===== config.mk =====
export PLATFORM = sky130hd
export DESIGN_NAME = supply_supervisor_watchdog
export DESIGN_NICKNAME = d
export VERILOG_FILES = /design/src/verilog/supervisor_pkg.sv /design/src/verilog/supply_supervisor_watchdog.sv
export SDC_FILE = /design/constraint.sdc
export NUM_CORES = 1
export LEC_CHECK = 0
export BUFFER_PORTS_ARGS = -buffer_cell sky130_fd_sc_hd__buf_2
export CAP_MARGIN = 20
export CORE_MARGIN = 2
export CORE_UTILIZATION = 30
export CTS_CLUSTER_DIAMETER = 100
export DETAILED_ROUTE_END_ITERATION = 10
export PLACE_DENSITY_LB_ADDON = 0.12
export SLEW_MARGIN = 0
export SYNTH_ARGS = -nofsm -noshare
export SYNTH_HDL_FRONTEND = slang
export SYNTH_SLANG_ARGS = --single-unit

===== constraint.sdc =====
create_clock -name clk -period 2.1 [get_ports clk]
set_input_delay 0.105 -clock clk [delete_from_list [all_inputs] [get_ports clk]]
set_output_delay 0.105 -clock clk [all_outputs]
set_load 0.005 [all_outputs]

===== src/verilog/supervisor_pkg.sv =====
/*
  constants and carrier types for the supply supervisor and watchdog.
  assumes a single 25 MHz system clock; all times become cycle counts here.
*/
package supervisor_pkg;
  localparam longint CLK_HZ = 25000000;
  localparam longint RESET_HOLD_MS = 200;
  localparam longint WD_PERIOD_MS = 1600;
  localparam longint MR_MIN_NS = 550;
  localparam longint KICK_MIN_NS = 100;
  localparam longint RESET_HOLD_CYC = RESET_HOLD_MS * CLK_HZ / 1000;
  localparam longint WD_PERIOD_CYC = WD_PERIOD_MS * CLK_HZ / 1000;
  // debounce window: the shortest recognised manual pulse, rounded down
  localparam longint MR_DEB_CYC = MR_MIN_NS * CLK_HZ / 1000000000;
  localparam longint KICK_MIN_CYC = (KICK_MIN_NS * CLK_HZ + 999999999) / 1000000000;
  localparam int CNT_W = 32;
  localparam int DEB_W = 8;
  localparam int SYNC_STAGES = 2;
  localparam logic [DEB_W-1:0] DEB_ZERO = 8'h00;
  localparam logic [CNT_W-1:0] CNT_ZERO = 32'h0000_0000;
  localparam logic [CNT_W-1:0] CNT_ONE = 32'h0000_0001;

  // comparator and strap indications, already synchronous
  typedef struct packed {
    logic supply_low;
    logic aux_voltage_in;
    logic wd_disable;
  } monitor_in_t;

  // reset and flag outputs
  typedef struct packed {
    logic sys_reset_n;
    logic sys_reset;
    logic wd_expired_n_out;
    logic aux_fail_flag_out;
  } supervisor_out_t;

  typedef enum logic [1:0] {ST_HOLD, ST_TIMING, ST_RUN} reset_state_t;
endpackage


===== src/verilog/supply_supervisor_watchdog.sv =====
/*
  supply supervisor with reset stretcher, debounced manual reset, watchdog.
  assumes comparator results arrive as synchronous levels in monitor_in_t and
  that the manual reset and kick pins are asynchronous to clk.
*/
`timescale 1ns/1ps
// Contract
// reset asserts while the manual reset input is low
// manual reset input is debounced so bounce gives one event
// reset asserts at power-up
// reset asserts again whenever supply is below trip level
// reset held nominally 200ms after supply good or manual release
// power-fail flag follows the auxiliary comparator
// watchdog of nominal 1.6s drives its flag low on expiry
// any kick edge clears the watchdog; host must toggle in time
// manual reset clears the watchdog
// watchdog disabled when the kick pin floats; the code disables it from the mon.wd_disable strap input instead
// watchdog expiry alone never asserts system reset
// active-high reset is always the complement of active-low reset
// after expiry the watchdog restarts and signals again until cleared
// watchdog flag low whenever supply is below threshold
// watchdog flag released at once when supply returns
// manual reset must be held low at least 550ns
// kick pulses of 100ns or more are recognised
// analog indications are synchronous inputs; intervals come from counters
// manual reset and kick are synchronised before use
module supply_supervisor_watchdog
  import supervisor_pkg::*;
#(
  parameter logic [CNT_W-1:0] HOLD_CYCLES = CNT_W'(RESET_HOLD_CYC),
  parameter logic [CNT_W-1:0] WD_CYCLES = CNT_W'(WD_PERIOD_CYC),
  parameter logic [DEB_W-1:0] DEB_CYCLES = DEB_W'(MR_DEB_CYC)
) (
  input wire logic clk,
  input wire logic sys_rst,
  input wire logic manual_reset_n_in,
  input wire logic wd_kick_in,
  input wire monitor_in_t mon,
  output supervisor_out_t outs
);
  // elaboration checks: zero counts cannot time anything
  if (HOLD_CYCLES == CNT_ZERO || WD_CYCLES == CNT_ZERO ||
      DEB_CYCLES == DEB_ZERO) begin : g_bad_count
    $error("supervisor counts must be nonzero");
  end
  // a kick shorter than one clock period could fall between two edges (ns per s)
  if (KICK_MIN_NS * CLK_HZ < 64'h0000_0000_3B9A_CA00) begin : g_slow_clk
    $error("clock too slow to see shortest kick");
  end
  // a debounce longer than the shortest legal press would drop valid presses
  if (longint'(DEB_CYCLES) > MR_DEB_CYC) begin : g_long_deb
    $error("debounce longer than shortest manual reset");
  end

  logic [SYNC_STAGES-1:0] mr_sync_q;
  logic [SYNC_STAGES-1:0] kick_sync_q;
  logic kick_prev_q;
  logic mr_low_q;
  logic [DEB_W-1:0] deb_cnt_q;
  logic [CNT_W-1:0] hold_cnt_q;
  logic [CNT_W-1:0] wd_cnt_q;
  logic wd_pulse_q;
  reset_state_t state_q;
  logic kick_edge;
  logic mr_raw;
  logic cause;

  // two-stage synchronisers; stage 0 is read only by stage 1
  always_ff @(posedge clk) begin
    if (sys_rst) begin
      mr_sync_q <= '1;
      kick_sync_q <= '0;
    end else begin
      mr_sync_q <= {mr_sync_q[0], manual_reset_n_in};
      kick_sync_q <= {kick_sync_q[0], wd_kick_in};
    end
  end

  assign mr_raw = ~mr_sync_q[SYNC_STAGES-1];
  assign kick_edge = kick_sync_q[SYNC_STAGES-1] ^ kick_prev_q;

  // debounce: a new level is accepted only after it stands DEB_CYCLES
  always_ff @(posedge clk) begin
    if (sys_rst) begin
      mr_low_q <= 1'b0;
      deb_cnt_q <= DEB_ZERO;
    end else if (mr_raw == mr_low_q) begin
      deb_cnt_q <= DEB_ZERO;
    end else if (deb_cnt_q == DEB_CYCLES - 8'h01) begin
      mr_low_q <= mr_raw;
      deb_cnt_q <= DEB_ZERO;
    end else begin
      deb_cnt_q <= deb_cnt_q + 8'h01;
    end
  end

  // reset causes; watchdog expiry is deliberately not among them
  assign cause = mon.supply_low | mr_low_q;

  // reset stretcher: sys_rst models power-up, so it starts in hold
  always_ff @(posedge clk) begin
    if (sys_rst) begin
      state_q <= ST_HOLD;
      hold_cnt_q <= CNT_ZERO;
    end else begin
      case (state_q)
        ST_HOLD: begin
          hold_cnt_q <= CNT_ZERO;
          if (!cause)
            state_q <= ST_TIMING;
        end
        ST_TIMING: begin
          if (cause) begin
            state_q <= ST_HOLD;
          end else if (hold_cnt_q == HOLD_CYCLES - CNT_ONE) begin
            state_q <= ST_RUN;
          end else begin
            hold_cnt_q <= hold_cnt_q + CNT_ONE;
          end
        end
        ST_RUN: begin
          if (cause)
            state_q <= ST_HOLD;
        end
        default: state_q <= ST_HOLD;
      endcase
    end
  end

  // kick history
  always_ff @(posedge clk) begin
    if (sys_rst)
      kick_prev_q <= 1'b0;
    else
      kick_prev_q <= kick_sync_q[SYNC_STAGES-1];
  end

  // watchdog counter: restarts on kick, manual reset, disable or each expiry
  always_ff @(posedge clk) begin
    if (sys_rst) begin
      wd_cnt_q <= CNT_ZERO;
      wd_pulse_q <= 1'b0;
    end else if (kick_edge || mr_low_q || mon.wd_disable) begin
      wd_cnt_q <= CNT_ZERO;
      wd_pulse_q <= 1'b0;
    end else if (wd_cnt_q == WD_CYCLES - CNT_ONE) begin
      wd_cnt_q <= CNT_ZERO;
      wd_pulse_q <= 1'b1;
    end else begin
      wd_cnt_q <= wd_cnt_q + CNT_ONE;
      wd_pulse_q <= 1'b0;
    end
  end

  // registered outputs; both reset polarities come from the same next value
  always_ff @(posedge clk) begin
    if (sys_rst) begin
      outs.sys_reset_n <= 1'b0;
      outs.sys_reset <= 1'b1;
      outs.wd_expired_n_out <= 1'b0;
      outs.aux_fail_flag_out <= 1'b0;
    end else begin
      outs.sys_reset_n <= (state_q == ST_RUN) && !cause;
      outs.sys_reset <= !((state_q == ST_RUN) && !cause);
      outs.wd_expired_n_out <= !mon.supply_low && !wd_pulse_q;
      outs.aux_fail_flag_out <= mon.aux_voltage_in;
    end
  end
endmodule


Word level (Yosys, flattened, before mapping)
Cells that the tools add are included. Widths: inputs -> output; s select.

Add/sub/neg operators: 3. Equal/unequal tests: 11. Multiplexer cells: 9. Bitwise operators: 4. Reduce and logical (&&, ||, !) cells: 16.

Operators by type and width (count): $add 32x1->32 const B (2); $mux 32 (2); $pmux 32 s2 (1); $eq 32x23->1 const B (1); $eq 32x26->1 const B (1); $add 8x1->8 const B (1); $eq 8x4->1 const B (1); $mux 2 (4); $ne 2x2->1 const B (4); $pmux 2 s3 (1); $reduce_and 3->1 (2); $reduce_or 3->1 (2); $logic_not 1->1 (4); $ne 3x3->1 const B (1); $eq 2x1->1 const B (1); $eq 2x2->1 const B (1); $logic_and 1x1->1 (2); $logic_not 2->1 (1); $logic_or 1x1->1 (2); $not 1->1 (2); $reduce_and 2->1 (1); $reduce_bool 2->1 (1); $reduce_or 2->1 (1); $eq 1x1->1 (1); 3 further kinds (3).

Register bits after elaboration: 85. Input bits: 7. Output and inout bits: 4. Word-level logic and storage cells: 56.

Logic depth before layout (Yosys ltp)
Depth after elaboration: 4. Gate-level depth with buffers: 9. Depth with buffers taken out: 7.

Worst setup path after synthesis
Ideal clock, no wire load.

Path type: reg-to-reg. From: reg hold_cnt_q[0]. To: reg hold_cnt_q[4]. Library setup time: 0.121 ns. Data arrival time: 1.824 ns. Required time: 1.979 ns. Path slack: 0.155 ns. Stages on the path, launching flop included: 9. Buffers on the path: 1. Clock period less this slack: 1.945 ns. Cells stage by stage: dfxtp_1 ha_1 and4_1 nand2_1 nor3_4 o22ai_2 buf_2 a41oi_1 a21oi_1.

Cells in the longest elaborated chain, start to end: 4. Elaborated cells between the ends (all ways): 7. Classes of those cells: add/sub: 1; eq/ne: 2; mux: 3; reduce/logical: 1.

RTL lines: start, declared (line supply_supervisor_watchdog.sv:60) `logic [CNT_W-1:0] hold_cnt_q;`; start signal, assigned (line supply_supervisor_watchdog.sv:118) `hold_cnt_q <= hold_cnt_q + CNT_ONE;`; $add 32x1->32 (line supply_supervisor_watchdog.sv:118); $mux 32 (line supply_supervisor_watchdog.sv:115) `end else if (hold_cnt_q == HOLD_CYCLES - CNT_ONE) begin`; $mux 32 (line supply_supervisor_watchdog.sv:113) `if (cause) begin`; $pmux 32 s2 (line supply_supervisor_watchdog.sv:106) `case (state_q)`.

Several ways; a longest one is shown, not always the timed one. The select of a mux whose other input is x is not followed. A chain may end at the register's enable or synchronous reset.

Worst setup path after layout
From: reg hold_cnt_q[1]. To: reg hold_cnt_q[0].

Cells in the longest elaborated chain, start to end: 3.

RTL lines (line): $eq 32x23->1 (supply_supervisor_watchdog.sv:115); $ne 2x2->1 (no source line); $reduce_and 3->1 (no source line).

Every way passes these cells.

==> impl_metrics.yaml <==
run_status:
  status: "finished, final reports clean"
logic_synthesis:
  ys_async_sr_fraction_pct: 0
  synth_compound_area_share_pct: 10.1
  synth-adder-area-share_pct: 1.28
  synth_top_area_share_pct: 43.4
  synth_xor_area_share_pct: 8.72
  synthFlopType: "dfxtp_1"
  netlist_instances: 454
  synth_mux_area_share_pct: 1.02
  yosysMostFrequentCell: "dfxtp_1"
  synth_seq_cells: 85
  syn_nets: 465
  yosys.area.top_type: "dfxtp_1"
  synth_cell_types: 55
  ys_warn_count: 0
  synth_top_family_by_area: "simple AND/OR/NAND/NOR gates"
  syn_area_per_cell_sq_um: 8.63
  synth_top_cells_by_count: "dfxtp_1, nor2_1, nand2_1"
  synth_area_leaders: "dfxtp_1, nor2_1, nand2_1"
  synth_edf_count: 0
  synthSimpleGateAreaFrac_pct: 32.3
  yosysSeqAreaShare_pct: 43.4
  netlist_area_sq_mm: 0.00392
setup_path:
  cp.required_ps: 2360
  max_stage_delay_ps: 470
  r2r_slack_ps: 150
  crit_slowest_cell: "or4b_4"
  rr_startpoint: "hold_cnt_q[1]"
  crit_chain: "ha_1, and4_1, nand2_1, nor3_4, or2_4, buf_4, or4b_4, o221ai_2"
  cp.arrival_ps: 2210
  critPathCapture: "hold_cnt_q[0]"
  r2r.worst_path.cells: 8
  worstPathMaxFanout: 5
  crit_type: "register to register"
  r2r-end: "hold_cnt_q[0]"
  critPathCaptureType: "register"
  crit_start: "hold_cnt_q[1]"
  start_kind: "register"
timing:
  clock_skew_ps: 6.57
  relSlewSlack_pct: 71.3
  max_freq_mhz: 512
  setup_viol: 0
  layout_min_cycle_time_ps: 1950
  timing.setup.tns_ps: 0
  tightest_slew_ps: 426
  finalMaxSlewViolations: 0
  rsz0062_at_grt: "no"
  finalHoldViolCount: 0
  post-route-period-util_pct: 93.0
power_and_ir_drop:
  clock_power_share_pct: 45.4
  p_int_mw: 2.49
  ir_worst_vdd_v: 0.000306
  leakagePower_nw: 1.69
  p_per_area_mw_per_mm2: 682
  power_mw: 3.20
  seqPwrFrac_pct: 51.0
  combPwrFrac_pct: 3.6
  switching_share_pct: 22.0
  power.switching_mw: 0.702
placement:
  numPortBuffers: 10
  gp_congestion: 0.755
  place_hpwl_um: 6280
floorplan:
  row_count: 41
  die_width_um: 118
  dieArea_sq_mm: 0.0140
  initial_core_util_pct: 30.9
  chipHeight_um: 118
  core-area_sq_mm: 0.0127
  num_io_pins: 11
final_layout:
  final.fill_count: 1313
  insertedDiodeCount: 0
  syn_to_final_growth_pct: 19.7
  drive_gt1_share_pct: 16.9
  finalNetCount: 511
route:
  drt_iter0_drc: 177
  ant_nets: 0
  drt-total-wl_um: 8960
  routed_via_density: 4.73
  dr.pass1.iters: 4
  drc: 0
  wl_per_cell_um: 13.3
  vias: 3197
global_routing:
  grt_util_all_layers_pct: 13.7
  grt_pass1_wl_um: 15600
  antenna_found_initial: 0
  grt_pass1_vias: 3132
  grt_max_degree: 32
  gr-total-overflow: 0
hold_path:
  worstHoldPathType: "primary input to register"
  min_path_cells: 2
cts:
  clk_latency_ps: 340
  cts-root-buf: "clkbuf_16"
  cts_sinks: 85
  clk_pin_slew_ps: 60
  cts_tree: "built"
  cts_setup_buffers: 0
  clockBufferDepth: 2
  cts_buffers: 9
  h-tree-depth: 3
run:
  cap_violations: 0
repair_timing:
| action | in CTS | in global routing |
|---|---|---|
| hold endpoints to repair | 4 | 0 |
| gates resized for setup | 0 | 7 |
| hold buffers | 4 | 0 |
| endpoints found under the setup margin | 0 | 17 |
kinds of logic (layout without fill, tap and decap cells):
logic type | Yosys count | after routing
compound gates | 62 | 62
xor+xnor | 39 | 39
fa+ha+maj | 4 | 4
buf+inv | 22 | 72
flops | 85 | 85
mux | 4 | 4
simple gates | 238 | 238
layout make-up:
cell class	count	area [sq um]	area share, %
clock buffer	11	243	5.18
clock inverter	4	25.0	0.534
inverter	7	26.3	0.560
multi-input combinational	347	2100	44.8
sequential	85	1710	36.4
tap	172	215	4.59
timing repair buffer	50	373	7.95
worst max-delay path, delay by kind of cell (launching register included):
kind	cells	cell delay, ps
AO/OA/AOI/OAI	1	70
AND/OR/NAND/NOR	5	1120
buffers and inverters	1	140
flip-flops	1	330
adder cells (fa/ha/maj)	1	210
power groups by stage:
stage / Clock [mW] / Combinational, mW / Sequential [mW]
final: 1.45 / 0.116 / 1.63
after global routing: 1.58 / 0.128 / 1.63
after CTS: 1.51 / 0.116 / 1.63
after detailed placement: 0 / 0.110 / 1.67
after global placement: 0 / 0.110 / 1.67
after floorplan: 0 / 0.0684 / 1.66
registers in the layout, summed over array words and instances, names as in the netlist:
name,count
hold_cnt_q,32
wd_cnt_q,32
deb_cnt_q,8
outs,4
kick_sync_q,2
mr_sync_q,2
state_q,2
kick_prev_q,1
mr_low_q,1
wd_pulse_q,1
metal layers:
layer  track usage (%)  vias up  wire (um)
li1                  -     1694          -
met3              3.76       11        259
met2              21.3       30       4090
met5                 0        -          0
met1              18.4     1462       4470
met4              4.37        0        139
worst min path at each step:
stage	startpoint	end
after floorplan	mon[2]	outs[1]
after global placement	manual_reset_n_in	mr_sync_q[0]
after detailed placement	manual_reset_n_in	mr_sync_q[0]
after CTS	sys_rst	kick_prev_q
after global routing	sys_rst	kick_prev_q
final	sys_rst	kick_prev_q
stage by stage:
stage	instances	hold WS [ps]	util, %	cell area [sq um]	setup WS [ps]
CTS	676	17.2	36.9	4670	39.6
global route	676	33.5	37.0	4690	18.5
global placement	657	289	34.5	4370	87.2
detailed placement	657	294	34.5	4370	63.9
finish	676	34.2	37.0	4690	147
floorplan	454	182	-	3920	155
cells in the final DEF (no fill, tap or decap), drive strengths merged, types with 12 or more instances in the layout:
master | Yosys | routed
dfxtp | 85 | 85
nor2 | 65 | 65
nand2 | 55 | 55
buf | 8 | 46
a21oi | 28 | 28
nand3 | 24 | 24
xor2 | 22 | 22
xnor2 | 17 | 17
nand4 | 14 | 14
nor4 | 14 | 14
a31oi | 12 | 12
Power figures use the tool's default switching activity.
